**src/inc/ckss_defs.svh**
```systemverilog
// Purpose: Offsets, field positions, reset values and counts for ckss
// Assumes: Included by bare name, definitions only
// Notes:   Counts are in cycles of the named oscillator
`ifndef CKSS_DEFS_SVH
`define CKSS_DEFS_SVH

// Register byte offsets
`define CKSS_OFS_CTRL     12'h000
`define CKSS_OFS_SLEEP    12'h004
`define CKSS_OFS_STATUS   12'h008

// Field positions
`define CKSS_CTRL_MODE_LSB  0
`define CKSS_SLEEP_GO_BIT   0
`define CKSS_STAT_CLOCK_SOURCE_SELECT_LSB 0
`define CKSS_STAT_SUT_LSB   4
`define CKSS_STAT_DIV8_BIT  6
`define CKSS_STAT_INVAL_BIT 7
`define CKSS_STAT_STATE_LSB 8

// Reset values, factory default fuse settings (0 = programmed)
`define CKSS_CLOCK_SOURCE_SELECT_DFLT   4'h2
`define CKSS_SUT_DFLT     2'h2
`define CKSS_DIV8_DFLT    1'h0
`define CKSS_MODE_DFLT    3'h0

// Source-select codes
`define CKSS_CLOCK_SOURCE_SELECT_RESV   4'h1

// Supply time-out, watchdog oscillator cycles
`define CKSS_TOUT_SHORT   512
`define CKSS_TOUT_LONG    8192

// Oscillator stabilisation, selected oscillator cycles
`define CKSS_STAB_EXT     6
`define CKSS_STAB_258     258
`define CKSS_STAB_1K      1024
`define CKSS_STAB_16K     16384
`define CKSS_STAB_32K     32768
`define CKSS_RST_DELAY    14
`define CKSS_DIV_FACTOR   8

// Bus response codes
`define CKSS_RESP_OKAY    2'h0
`define CKSS_RESP_SLVERR  2'h2

`endif

```
**src/inc/ckss_pkg.sv**
```systemverilog
// Purpose: Types shared by the clock select and start-up sequencer
// Assumes: Constants live in ckss_defs.svh
// Notes:   Binary state codes written out
package ckss_pkg;

	typedef enum logic [2:0] {
		ST_HOLD    = 3'h0,
		ST_TOUT    = 3'h1,
		ST_STAB    = 3'h2,
		ST_RUN     = 3'h3,
		ST_SLEEP   = 3'h4,
		ST_WAKE    = 3'h5,
		ST_INVALID = 3'h6
	} ckss_state_t;

	typedef enum logic [2:0] {
		SRC_LP_XTAL = 3'h0,
		SRC_FS_XTAL = 3'h1,
		SRC_LF_XTAL = 3'h2,
		SRC_RC_128K = 3'h3,
		SRC_RC_CAL  = 3'h4,
		SRC_EXT     = 3'h5
	} ckss_src_t;

	typedef enum logic [2:0] {
		SLP_IDLE     = 3'h0,
		SLP_ADC_NR   = 3'h1,
		SLP_PWR_DOWN = 3'h2,
		SLP_PWR_SAVE = 3'h3,
		SLP_STANDBY  = 3'h6,
		SLP_EXT_STBY = 3'h7
	} ckss_sleep_t;

endpackage : ckss_pkg

```
**src/core/ckss_sync.sv**
```systemverilog
// Purpose: Two-stage synchroniser for pin-level inputs
// Assumes: Inputs are quasi-static or slow against aclk
// Notes:   Only the second stage leaves this module
`timescale 1ns/1ps
module ckss_sync #(
	parameter int WIDTH = 1
) (
	// Clock and reset
	input  wire logic             aclk,
	input  wire logic             aresetn,
	// Data
	input  wire logic [WIDTH-1:0] async_in,
	output logic      [WIDTH-1:0] sync_out
);

	logic [WIDTH-1:0] meta_r;
	logic [WIDTH-1:0] meta_nxt;
	logic [WIDTH-1:0] sync_nxt;

	initial begin
		if (WIDTH < 1) begin
			$error("ckss_sync: WIDTH must be at least 1");
		end
	end

	always_comb begin
		meta_nxt = async_in;
		sync_nxt = meta_r;
	end

	always_ff @(posedge aclk) begin
		if (!aresetn) begin
			meta_r   <= '0;
			sync_out <= '0;
		end else begin
			meta_r   <= meta_nxt;
			sync_out <= sync_nxt;
		end
	end

endmodule : ckss_sync

```
**src/core/ckss_seq.sv**
```systemverilog
// Purpose: Clock source select, start-up sequencing and domain gating
// Assumes: Oscillators and fuses arrive as pins, sampled on aclk
// Notes:   Clock domains leave as enables; registers over AXI4-Lite
//
// The AXI4-Lite register port and the register offsets are this design's own decisions.
`timescale 1ns/1ps
`include "ckss_defs.svh"
module ckss_seq #(
	parameter int CNT_W      = 16,
	parameter int TOUT_LONG  = `CKSS_TOUT_LONG,
	parameter int STAB_16K   = `CKSS_STAB_16K,
	parameter int STAB_32K   = `CKSS_STAB_32K
) (
	// Clock and reset
	input  wire logic        aclk,
	input  wire logic        aresetn,
	// AXI4-Lite slave
	input  wire logic [11:0] s_axi_awaddr,
	input  wire logic        s_axi_awvalid,
	output logic             s_axi_awready,
	input  wire logic [31:0] s_axi_wdata,
	input  wire logic [3:0]  s_axi_wstrb,
	input  wire logic        s_axi_wvalid,
	output logic             s_axi_wready,
	output logic [1:0]       s_axi_bresp,
	output logic             s_axi_bvalid,
	input  wire logic        s_axi_bready,
	input  wire logic [11:0] s_axi_araddr,
	input  wire logic        s_axi_arvalid,
	output logic             s_axi_arready,
	output logic [31:0]      s_axi_rdata,
	output logic [1:0]       s_axi_rresp,
	output logic             s_axi_rvalid,
	input  wire logic        s_axi_rready,
	// Configuration fuses, 0 = programmed
	input  wire logic [3:0]  clock_source_select,
	input  wire logic [1:0]  startup_time_select,
	input  wire logic        divide_by_eight_option,
	// Reset sources, oscillators, wake pins
	input  wire logic        other_reset_active,
	input  wire logic        watchdog_osc,
	input  wire logic [5:0]  osc_in,
	input  wire logic        wake_event,
	input  wire logic        wake_level,
	// Clock domain enables and status
	output logic             internal_reset,
	output logic             system_tick,
	output logic             core_clock_en,
	output logic             program_memory_clock_en,
	output logic             peripheral_clock_en,
	output logic             async_detect_en,
	output logic             async_timer_clock_en,
	output logic             converter_clock_en,
	output logic             level_wake_irq,
	output logic             config_invalid
);

	localparam int SW = 17;

	initial begin
		if (CNT_W < 16 || TOUT_LONG < 1 || STAB_16K < 1 ||
		    STAB_32K < 1 || STAB_32K >= (1 << CNT_W) ||
		    TOUT_LONG >= (1 << CNT_W) ||
		    STAB_16K + `CKSS_RST_DELAY >= (1 << CNT_W)) begin
			$error("ckss_seq: counter too narrow or bad count");
		end
	end

	// Pin synchronisation
	logic [SW-1:0] pin_s;
	ckss_sync #(.WIDTH(SW)) u_sync (
		.aclk     (aclk),
		.aresetn  (aresetn),
		.async_in ({clock_source_select, startup_time_select,
		            divide_by_eight_option, other_reset_active,
		            watchdog_osc, osc_in, wake_event, wake_level}),
		.sync_out (pin_s)
	);
	logic [3:0] clock_source_select_s;
	logic [1:0] sut_s;
	logic       div8_s;
	logic       rst_src_s;
	logic       wdt_s;
	logic [5:0] osc_s;
	logic       wake_ev_s;
	logic       wake_lvl_s;
	assign {clock_source_select_s, sut_s, div8_s, rst_src_s, wdt_s, osc_s,
	        wake_ev_s, wake_lvl_s} = pin_s;

	// Source decode
	function automatic ckss_pkg::ckss_src_t src_of(input logic [3:0] c);
		if (c[3])
			return ckss_pkg::SRC_LP_XTAL;
		else if (c[3:1] == 3'h3)
			return ckss_pkg::SRC_FS_XTAL;
		else if (c[3:1] == 3'h2)
			return ckss_pkg::SRC_LF_XTAL;
		else if (c == 4'h3)
			return ckss_pkg::SRC_RC_128K;
		else if (c == 4'h2)
			return ckss_pkg::SRC_RC_CAL;
		else
			return ckss_pkg::SRC_EXT;
	endfunction : src_of

	function automatic logic is_xtal(input logic [3:0] c);
		return c[3] || c[3:1] == 3'h3;
	endfunction : is_xtal

	// Supply time-out in watchdog cycles
	function automatic logic [CNT_W-1:0] tout_of(input logic [3:0] c,
	                                            input logic [1:0] s);
		logic [2:0] k;
		k = {c[0], s};
		if (!is_xtal(c))
			k = {1'b1, s[1] ? 2'h3 : (s[0] ? 2'h2 : 2'h1)};
		case (k)
			3'h0, 3'h3, 3'h6: return CNT_W'(`CKSS_TOUT_SHORT);
			3'h2, 3'h5:       return '0;
			default:          return CNT_W'(TOUT_LONG);
		endcase
	endfunction : tout_of

	// Stabilisation count in oscillator cycles
	function automatic logic [CNT_W-1:0] stab_of(input logic [3:0] c,
	                                            input logic [1:0] s);
		if (is_xtal(c)) begin
			case ({c[0], s})
				3'h0, 3'h1: return CNT_W'(`CKSS_STAB_258 + `CKSS_RST_DELAY);
				3'h2, 3'h3, 3'h4:
				            return CNT_W'(`CKSS_STAB_1K + `CKSS_RST_DELAY);
				default:    return CNT_W'(STAB_16K + `CKSS_RST_DELAY);
			endcase
		end else if (c[3:1] == 3'h2) begin
			return CNT_W'(STAB_32K);
		end else begin
			return CNT_W'(`CKSS_STAB_EXT);
		end
	endfunction : stab_of

	// Register decode
	function automatic logic [1:0] reg_sel(input logic [11:0] a);
		case (a)
			`CKSS_OFS_CTRL:   return 2'h1;
			`CKSS_OFS_SLEEP:  return 2'h2;
			`CKSS_OFS_STATUS: return 2'h3;
			default:          return 2'h0;
		endcase
	endfunction : reg_sel

	// Bus slave state
	logic        aw_have_r, aw_have_nxt, w_have_r, w_have_nxt;
	logic [11:0] awaddr_r, awaddr_nxt;
	logic [31:0] wdata_r, wdata_nxt;
	logic        wstrb0_r, wstrb0_nxt;
	logic        awready_nxt, wready_nxt, bvalid_nxt;
	logic        arready_nxt, rvalid_nxt;
	logic [1:0]  bresp_nxt, rresp_nxt;
	logic [31:0] rdata_nxt;
	logic [2:0]  mode_r, mode_nxt;
	logic        sleep_go_r, sleep_go_nxt;

	// Sequencer state
	ckss_pkg::ckss_state_t state_r, state_nxt;
	logic [CNT_W-1:0] cnt_r, cnt_nxt;
	logic [3:0]  clock_source_select_r, clock_source_select_nxt;
	logic [1:0]  sut_r, sut_nxt;
	logic        div8_r, div8_nxt;
	logic        osc_prev_r, osc_prev_nxt, wdt_prev_r, wdt_prev_nxt;
	logic [2:0]  div_r, div_nxt;
	logic        lvl_wake_r, lvl_wake_nxt;
	logic        osc_sel, osc_edge, wdt_edge, wake_any;
	logic        tick_nxt, irq_nxt, inval_nxt, irst_nxt;
	logic        core_nxt, io_nxt, asy_nxt, adc_nxt;

	// Bus slave
	always_comb begin
		aw_have_nxt  = aw_have_r;
		w_have_nxt   = w_have_r;
		awaddr_nxt   = awaddr_r;
		wdata_nxt    = wdata_r;
		wstrb0_nxt   = wstrb0_r;
		bvalid_nxt   = s_axi_bvalid && !s_axi_bready;
		bresp_nxt    = s_axi_bresp;
		rvalid_nxt   = s_axi_rvalid && !s_axi_rready;
		rresp_nxt    = s_axi_rresp;
		rdata_nxt    = s_axi_rdata;
		mode_nxt     = mode_r;
		sleep_go_nxt = 1'b0;
		if (s_axi_awvalid && s_axi_awready) begin
			aw_have_nxt = 1'b1;
			awaddr_nxt  = s_axi_awaddr;
		end
		if (s_axi_wvalid && s_axi_wready) begin
			w_have_nxt = 1'b1;
			wdata_nxt  = s_axi_wdata;
			wstrb0_nxt = s_axi_wstrb[0];
		end
		if (aw_have_r && w_have_r && !s_axi_bvalid) begin
			aw_have_nxt = 1'b0;
			w_have_nxt  = 1'b0;
			bvalid_nxt  = 1'b1;
			bresp_nxt   = `CKSS_RESP_OKAY;
			case (reg_sel(awaddr_r))
				2'h1: if (wstrb0_r) begin
					mode_nxt = wdata_r[`CKSS_CTRL_MODE_LSB +: 3];
				end
				2'h2: sleep_go_nxt = wstrb0_r &&
				                     wdata_r[`CKSS_SLEEP_GO_BIT];
				2'h3: ;
				default: bresp_nxt = `CKSS_RESP_SLVERR;
			endcase
		end
		if (s_axi_arvalid && s_axi_arready) begin
			rvalid_nxt = 1'b1;
			rresp_nxt  = `CKSS_RESP_OKAY;
			rdata_nxt  = '0;
			case (reg_sel(s_axi_araddr))
				2'h1: rdata_nxt[`CKSS_CTRL_MODE_LSB +: 3] = mode_r;
				2'h2: ;
				2'h3: begin
					rdata_nxt[`CKSS_STAT_CLOCK_SOURCE_SELECT_LSB +: 4] = clock_source_select_r;
					rdata_nxt[`CKSS_STAT_SUT_LSB +: 2]   = sut_r;
					rdata_nxt[`CKSS_STAT_DIV8_BIT]       = div8_r;
					rdata_nxt[`CKSS_STAT_INVAL_BIT]      = config_invalid;
					rdata_nxt[`CKSS_STAT_STATE_LSB +: 3] = state_r;
				end
				default: rresp_nxt = `CKSS_RESP_SLVERR;
			endcase
		end
		awready_nxt = !aw_have_nxt;
		wready_nxt  = !w_have_nxt;
		arready_nxt = !rvalid_nxt;
	end

	always_ff @(posedge aclk) begin
		if (!aresetn) begin
			aw_have_r     <= 1'b0;
			w_have_r      <= 1'b0;
			awaddr_r      <= '0;
			wdata_r       <= '0;
			wstrb0_r      <= 1'b0;
			s_axi_awready <= 1'b0;
			s_axi_wready  <= 1'b0;
			s_axi_bvalid  <= 1'b0;
			s_axi_bresp   <= `CKSS_RESP_OKAY;
			s_axi_arready <= 1'b0;
			s_axi_rvalid  <= 1'b0;
			s_axi_rresp   <= `CKSS_RESP_OKAY;
			s_axi_rdata   <= '0;
			mode_r        <= `CKSS_MODE_DFLT;
			sleep_go_r    <= 1'b0;
		end else begin
			aw_have_r     <= aw_have_nxt;
			w_have_r      <= w_have_nxt;
			awaddr_r      <= awaddr_nxt;
			wdata_r       <= wdata_nxt;
			wstrb0_r      <= wstrb0_nxt;
			s_axi_awready <= awready_nxt;
			s_axi_wready  <= wready_nxt;
			s_axi_bvalid  <= bvalid_nxt;
			s_axi_bresp   <= bresp_nxt;
			s_axi_arready <= arready_nxt;
			s_axi_rvalid  <= rvalid_nxt;
			s_axi_rresp   <= rresp_nxt;
			s_axi_rdata   <= rdata_nxt;
			mode_r        <= mode_nxt;
			sleep_go_r    <= sleep_go_nxt;
		end
	end

	// Start-up sequencer and sleep control
	always_comb begin
		osc_sel      = osc_s[src_of(clock_source_select_r)];
		osc_edge     = osc_sel && !osc_prev_r;
		wdt_edge     = wdt_s && !wdt_prev_r;
		wake_any     = wake_ev_s || wake_lvl_s;
		osc_prev_nxt = osc_sel;
		wdt_prev_nxt = wdt_s;
		state_nxt    = state_r;
		cnt_nxt      = cnt_r;
		clock_source_select_nxt    = clock_source_select_r;
		sut_nxt      = sut_r;
		div8_nxt     = div8_r;
		div_nxt      = div_r;
		lvl_wake_nxt = lvl_wake_r;
		irq_nxt      = 1'b0;
		tick_nxt     = 1'b0;
		case (state_r)
			ckss_pkg::ST_HOLD: begin
				clock_source_select_nxt = clock_source_select_s;
				sut_nxt   = sut_s;
				div8_nxt  = div8_s;
				cnt_nxt   = tout_of(clock_source_select_s, sut_s);
				if (!rst_src_s) begin
					state_nxt = ckss_pkg::ST_TOUT;
				end
			end
			ckss_pkg::ST_TOUT: begin
				if (clock_source_select_r == `CKSS_CLOCK_SOURCE_SELECT_RESV) begin
					state_nxt = ckss_pkg::ST_INVALID;
				end else if (cnt_r == '0) begin
					state_nxt = ckss_pkg::ST_STAB;
					cnt_nxt   = stab_of(clock_source_select_r, sut_r);
				end else if (wdt_edge) begin
					cnt_nxt = cnt_r - CNT_W'(1);
				end
			end
			ckss_pkg::ST_STAB, ckss_pkg::ST_WAKE: begin
				if (cnt_r == '0) begin
					state_nxt = ckss_pkg::ST_RUN;
					irq_nxt   = lvl_wake_r && wake_lvl_s;
					lvl_wake_nxt = 1'b0;
				end else if (osc_edge) begin
					cnt_nxt = cnt_r - CNT_W'(1);
				end
			end
			ckss_pkg::ST_RUN: begin
				if (sleep_go_r) begin
					state_nxt = ckss_pkg::ST_SLEEP;
				end
			end
			ckss_pkg::ST_SLEEP: begin
				if (wake_any) begin
					lvl_wake_nxt = wake_lvl_s;
					if (mode_r == ckss_pkg::SLP_PWR_DOWN ||
					    mode_r == ckss_pkg::SLP_PWR_SAVE) begin
						state_nxt = ckss_pkg::ST_WAKE;
						cnt_nxt   = stab_of(clock_source_select_r, sut_r);
					end else begin
						state_nxt = ckss_pkg::ST_RUN;
						irq_nxt   = wake_lvl_s;
						lvl_wake_nxt = 1'b0;
					end
				end
			end
			ckss_pkg::ST_INVALID: ;
			default: state_nxt = ckss_pkg::ST_HOLD;
		endcase
		if (rst_src_s) begin
			state_nxt = ckss_pkg::ST_HOLD;
		end
		if (osc_edge) begin
			div_nxt  = div_r + 3'h1;
			tick_nxt = div8_r || div_r == 3'(`CKSS_DIV_FACTOR - 1);
		end
	end

	// Domain gating per state and sleep mode
	always_comb begin
		irst_nxt  = 1'b0;
		inval_nxt = state_nxt == ckss_pkg::ST_INVALID;
		core_nxt  = 1'b0;
		io_nxt    = 1'b0;
		asy_nxt   = 1'b0;
		adc_nxt   = 1'b0;
		case (state_nxt)
			ckss_pkg::ST_RUN: begin
				core_nxt = 1'b1;
				io_nxt   = 1'b1;
				asy_nxt  = 1'b1;
				adc_nxt  = 1'b1;
			end
			ckss_pkg::ST_SLEEP, ckss_pkg::ST_WAKE: begin
				case (mode_r)
					ckss_pkg::SLP_IDLE: begin
						io_nxt  = 1'b1;
						asy_nxt = 1'b1;
						adc_nxt = 1'b1;
					end
					ckss_pkg::SLP_ADC_NR: begin
						asy_nxt = 1'b1;
						adc_nxt = 1'b1;
					end
					ckss_pkg::SLP_PWR_SAVE, ckss_pkg::SLP_EXT_STBY:
						asy_nxt = 1'b1;
					default: asy_nxt = 1'b0;
				endcase
			end
			default: irst_nxt = 1'b1;
		endcase
	end

	always_ff @(posedge aclk) begin
		if (!aresetn) begin
			state_r        <= ckss_pkg::ST_HOLD;
			cnt_r          <= '0;
			clock_source_select_r        <= `CKSS_CLOCK_SOURCE_SELECT_DFLT;
			sut_r          <= `CKSS_SUT_DFLT;
			div8_r         <= `CKSS_DIV8_DFLT;
			osc_prev_r     <= 1'b0;
			wdt_prev_r     <= 1'b0;
			div_r          <= '0;
			lvl_wake_r     <= 1'b0;
			internal_reset <= 1'b1;
			system_tick    <= 1'b0;
			core_clock_en  <= 1'b0;
			program_memory_clock_en <= 1'b0;
			peripheral_clock_en     <= 1'b0;
			async_detect_en         <= 1'b0;
			async_timer_clock_en    <= 1'b0;
			converter_clock_en      <= 1'b0;
			level_wake_irq <= 1'b0;
			config_invalid <= 1'b0;
		end else begin
			state_r        <= state_nxt;
			cnt_r          <= cnt_nxt;
			clock_source_select_r        <= clock_source_select_nxt;
			sut_r          <= sut_nxt;
			div8_r         <= div8_nxt;
			osc_prev_r     <= osc_prev_nxt;
			wdt_prev_r     <= wdt_prev_nxt;
			div_r          <= div_nxt;
			lvl_wake_r     <= lvl_wake_nxt;
			internal_reset <= irst_nxt;
			system_tick    <= tick_nxt;
			core_clock_en  <= core_nxt;
			program_memory_clock_en <= core_nxt;
			peripheral_clock_en     <= io_nxt;
			async_detect_en         <= !irst_nxt;
			async_timer_clock_en    <= asy_nxt;
			converter_clock_en      <= adc_nxt;
			level_wake_irq <= irq_nxt;
			config_invalid <= inval_nxt;
		end
	end

endmodule : ckss_seq

```
**config.mk**
```make
export PLATFORM = sky130hd
export DESIGN_NAME = ckss_seq
export DESIGN_NICKNAME = d
export VERILOG_FILES = /design/src/inc/ckss_pkg.sv /design/src/core/ckss_sync.sv /design/src/core/ckss_seq.sv
export VERILOG_INCLUDE_DIRS = /design/src /design/src/inc
export SDC_FILE = /design/constraint.sdc
export NUM_CORES = 1
export LEC_CHECK = 0
export ABC_AREA = 1
export BUFFER_PORTS_ARGS = -buffer_cell sky130_fd_sc_hd__buf_2
export CAP_MARGIN = 20
export CORE_MARGIN = 2
export CORE_UTILIZATION = 53
export CTS_CLUSTER_DIAMETER = 50
export DETAILED_ROUTE_END_ITERATION = 16
export PLACE_DENSITY = 0.91
export SYNTH_ARGS = -nofsm -noshare
export SYNTH_HDL_FRONTEND = slang
export SYNTH_SLANG_ARGS = --single-unit
```
**constraint.sdc**
```tcl
create_clock -name aclk -period 1.92 [get_ports aclk]
set_input_delay 0.384 -clock aclk [delete_from_list [all_inputs] [get_ports aclk]]
set_output_delay 0.384 -clock aclk [all_outputs]
set_load 0.05 [all_outputs]
```
# After elaboration in Yosys (flattened, before gate mapping)
# Cells that the tools add are included.
[totals]
regBits = 117
out_inout_bits = 51
word_cells = 194
[classes]
addsub = 2
n_lt_le_gt_ge = 1
eq_ne = 46
muxes = 61
reduce_logical = 49
[ops]
columns = ["op", "n"]
rows = [
  ["$mux 16", 9],
  ["$pmux 16 s4", 1],
  ["$mux 3", 13],
  ["$eq 3x2->1 const B", 12],
  ["$eq 3x3->1 const B", 11],
  ["$pmux 15 s2", 1],
  ["$pmux 14 s2", 1],
  ["$eq 12x3->1 const B", 2],
  ["$eq 12x4->1 const B", 2],
  ["$logic_not 12->1", 2],
  ["$mux 1", 19],
  ["$pmux 3 s6", 1],
  ["$logic_not 16->1", 1],
  ["$sub 16x1->16 const B", 1],
  ["$reduce_or 3->1", 5],
  ["$logic_not 3->1", 4],
  ["$mux 2", 6],
  ["$ne 2x2->1 const B", 6],
  ["$pmux 2 s3", 2],
  ["$logic_and 1x1->1", 11],
  ["$pmux 1 s2", 5],
  ["$reduce_or 2->1", 5],
  ["$eq 3x1->1 const B", 3],
  ["$reduce_and 3->1", 3],
  ["17 further kinds", 33],
]

# Logic depth before layout (Yosys ltp)
[depth]
depth_word = 12
depth_mapped = 15

# Hierarchy
# Synthesis repeated with hierarchy kept, for this count alone.
[unflattened]
hier_cells = 761
hier_area_um2 = 5323.9
[by_module_without_submodules]
columns = ["mod", "n_inst", "cells_per_inst", "area_per_inst_um2"]
rows = [
  ["ckss_seq", 1, 655, 4346.7],
  ["ckss_sync", 1, 106, 977.2],
]

# Worst setup path after synthesis
# Ideal clock, no wire load.
[synth_timing]
path_kind = "flip-flop to flip-flop"
startpoint = "register cnt_r[0]"
endpoint = "register cnt_r[15]"
setup_ns = 0.115
arrival_time_ns = 1.643
required_time_ns = 1.805
slack_ns = 0.162
stages_incl_launch_ff = 12
n_path_buf = 1
period_less_slack_ns = 1.758
cell_sequence = "dfxtp_1 inv_1 ha_1 nand2_1 nor2_4 nand3b_1 nand2_1 a21oi_2 nor2_8 buf_6 a21oi_1 nor2_1"
[synth_between]
elab_chain_cells = 5
[synth_rtl]
columns = ["element", "line_no", "source"]
rows = [
  ["start: declaration", "ckss_seq.sv:165", "logic [CNT_W-1:0] cnt_r, cnt_nxt;"],
  ["start signal: assignment", "ckss_seq.sv:407", "cnt_r <= cnt_nxt;"],
  ["$sub 16x1->16", "ckss_seq.sv:306, ckss_seq.sv:315", ""],
  ["$mux 16", "ckss_seq.sv:305", "end else if (wdt_edge) begin"],
  ["$mux 16", "ckss_seq.sv:302", "end else if (cnt_r == '0) begin"],
  ["$mux 16", "ckss_seq.sv:300", "if (clock_source_select_r == `CKSS_CLOCK_SOURCE_SELECT_RESV) begin"],
  ["$pmux 16 s4", "ckss_seq.sv:289", "case (state_r)"],
]
# Several ways; a longest one is shown, not always the timed one. The select of a mux whose other input is x is not followed.
# A chain may end at the register's enable or synchronous reset.

# Final worst setup path
[layout_timing]
startpoint = "register state_r[0]"
endpoint = "register cnt_r[9]"
[layout_between]
elab_chain_cells = 4
[layout_rtl]
columns = ["element", "line_no", "source"]
rows = [
  ["start: declaration", "ckss_seq.sv:164", "ckss_pkg::ckss_state_t state_r, state_nxt;"],
  ["start signal: assignment", "ckss_seq.sv:386", "state_r <= ckss_pkg::ST_HOLD;"],
  ["start signal: assignment", "ckss_seq.sv:406", "state_r <= state_nxt;"],
  ["$eq 3x2->1 / $eq 3x3->1 (equally long branches)", "ckss_seq.sv:289", ""],
  ["$reduce_or 2->1", "ckss_seq.sv:289", ""],
  ["$reduce_bool 4->1 (no source line) / $ne 2x2->1 (equally long branches)", "n/a", ""],
  ["$reduce_and 7->1 (no source line)", "n/a", ""],
]
# Several ways; a longest one is shown, not always the timed one.

==> reports/results.ini <==
[die]
fp.dieH_um=104
coreArea_sq_um=9770
start_util_pct=54.5
die_w_um=104
io_pins=135
fp-row-count=36
dieArea_sq_um=10900

[synthesis]
synth_top_family_by_area=simple AND/OR/NAND/NOR gates
yosysSeqAreaShare_pct=43.2
syn_avg_cell_area_sq_um=6.97
synth-xor-area-share_pct=1.97
synth.area.mux_share_pct=0
ys_ff_latch=115
synth_compound_area_share_pct=11.4
yosysWarnings=0
synth_cell_types=39
synth_area_sq_um=5330
synthSimpleGateAreaFrac_pct=29.1
synthAdderAreaFrac_pct=0.705
synth_cells=764

[clock_network]
cts_root_buf=clkbuf_8
insertion_delay_ns=0.53
cts_buffer_depth=2
htreeDepth=4
cts_sinks=115
cts_made_buffers=17
tritoncts=done
clk_pin_slew_ns=0.06
holdBufCountCts=0

[run]
drv_cap=0

[critical_path]
worstPathRequired_ns=2.33
critical_path_class=flop to flop
crit_fanout=5
arrival_ns=2.36
end_kind=flop
start_kind=flop

[run_status]
violations=setup timing
status=finished with violations

[hold_path]
min_path_type=primary input to flop

[sta]
drv_slew=0
maxClockFrequency_mhz=514
hold_viol_final=0
finalWorstSetupSlack_ns=-0.0269
hold_slack_ns=0.0415
relSlewSlack_pct=51.6
fin_setup_tns_ns=-0.0330
fin_worst_skew_ns=0.0103
period_share_pct=101
worst-slew-pin-transition_ns=0.725
finalCriticalPeriod_ns=1.95
setup-violations-final=2

[placed_design]
dp_hpwl_um=8370
gp_congestion=0.946
port_buffers=79
dp_slack_ns=-0.0211

[global_route]
grt_overflow=0
grt_max_degree=63
use_met2_pct=38.5
gr-usage-met1_pct=30.1
grtUsageMet3_pct=5.51
grt_pass1_wl_um=20800
gr-usage-all-layers_pct=23.5
top_usage_layer=met2
grt_pass1_vias=4630
antenna_found_initial=0

[routing]
remaining_drc_errors=0
vias=5218
vias_per_cell=5.07
dr.pass1.iters=7
antenna_left=0
routed_wl_um=13700
wl_per_cell_um=13.3
drt_iter0_drc=470

[final_layout]
fin_nets=972
area_growth_pct=28.2
antennaDiodeCount=0
fin_util_pct=69.8
drive_gt1_share_pct=23.2

[pwr]
p_per_area_nw_per_um2=1520
peakVddDrop_mv=0.819
power.leakage_nw=3.54
finalPower_mw=10.4

power by group:
| group | total [mW] | switching (mW) | internal [mW] |
|---|---|---|---|
| Clock | 3.14 | 1.13 | 2.01 |
| Combinational | 4.20 | 2.50 | 1.70 |
| Sequential | 3.04 | 0.304 | 2.74 |
| Total | 10.4 | 3.93 | 6.45 |
worst paths after layout:
check	from	slack (ns)	cells after the start	to
max	state_r[0]	-0.03	12	cnt_r[9]
min reg2reg	u_sync.meta_r[15]	0.41	2	u_sync.sync_out[15]
max reg2reg	state_r[0]	-0.03	12	cnt_r[9]
min	osc_in[3]	0.04	3	u_sync.meta_r[5]
synthesized netlist by cell type:
cell	count	share of area, %
nand2_1	162	11
dfxtp_1	115	43
nor2_1	108	7.6
inv_1	106	7.5
a21oi_1	55	5.2
nand3_1	52	4.9
o21ai_0	47	4.4
buf_4	25	3.5
xor2_1	10	1.6
clkbuf_1	8	0.56
nand2_2	8	0.94
nor3_1	8	0.75
inv_2	7	0.49
nand3b_1	6	0.85
nand4_1	6	0.70
buf_1	4	0.28
buf_2	4	0.38
buf_6	4	0.85
o211ai_1	4	0.56
ha_1	3	0.70
nor2_2	2	0.23
nor2_4	2	0.42
xnor2_1	2	0.33
a2111oi_0	1	0.16
a211oi_1	1	0.14
a21oi_2	1	0.16
a31oi_1	1	0.12
conb_1	1	0.070
nand2_4	1	0.21
nand3_2	1	0.19
nor2_8	1	0.38
nor4_1	1	0.12
o21ai_1	1	0.094
o21ai_2	1	0.16
o21ai_4	1	0.31
o22ai_1	1	0.12
or2_0	1	0.12
or2_1	1	0.12
or2_2	1	0.12
metal layers:
metal	up-vias	share of wire, %
met4	0	2.1
met5	-	0
met3	25	7.3
met1	2353	41
met2	243	50
li1	2597	-
layout make-up:
type / instances / area [sq um]
fill: 721 / 2950
timing repair buffer: 124 / 831
multi-input combinational: 514 / 2500
clock inverter: 12 / 156
inverter: 113 / 424
tap: 133 / 166
sequential: 115 / 2320
clock buffer: 19 / 432
cells by family after synthesis:
family / after synthesis
flops: 115
xor+xnor: 12
other cells: 1
simple gates: 361
fa+ha+maj: 3
compound gates: 114
buf+inv: 158
cells in the final DEF (no fill, tap or decap), types with 7 or more instances in the layout:
cell type	Yosys	layout
nand2_1	162	160
dfxtp_1	115	106
nor2_1	108	104
inv_1	106	102
buf_2	4	79
a21oi_1	55	53
nand3_1	52	48
o21ai_0	47	45
buf_4	25	38
conb_1	1	23
clkbuf_16	0	18
inv_2	7	11
xor2_1	10	10
dfxtp_2	0	8
nor3_1	8	7
critical path: stages (launching register included):
cell     delay, ns
dfxtp_4       0.38
inv_2         0.06
nor2_4        0.12
nand2_2       0.07
buf_4         0.14
inv_1         0.10
nand2_2       0.12
a21oi_4       0.21
buf_4         0.17
nor2_4        0.04
buf_4         0.13
a21oi_1       0.20
nor2_1        0.07
state kept, by name, indices dropped and copies added (netlist names), 2 cells and up:
signal,count
u_sync.meta_r,17
u_sync.sync_out,17
cnt_r,16
awaddr_r,12
s_axi_rdata,11
clock_source_select_r,4
div_r,3
mode_r,3
state_r,3
wdata_r,3
sut_r,2
stage by stage:
stage,cells,instance area (sq um)
2_1_floorplan,786,5410
3_3_place_gp,991,6020
3_5_place_dp,991,6020
4_1_cts,1022,6610
5_1_grt,1030,6830
6_report,1030,6830
what timing repair did:
item / CTS / global route
resized for setup: 1 / 38
cloned: 0 / 3
pin swaps: 0 / 10
setup buffers: 0 / 5
setup endpoints to repair: 4 / 25
Note: power is estimated with default switching activity, not from simulation.
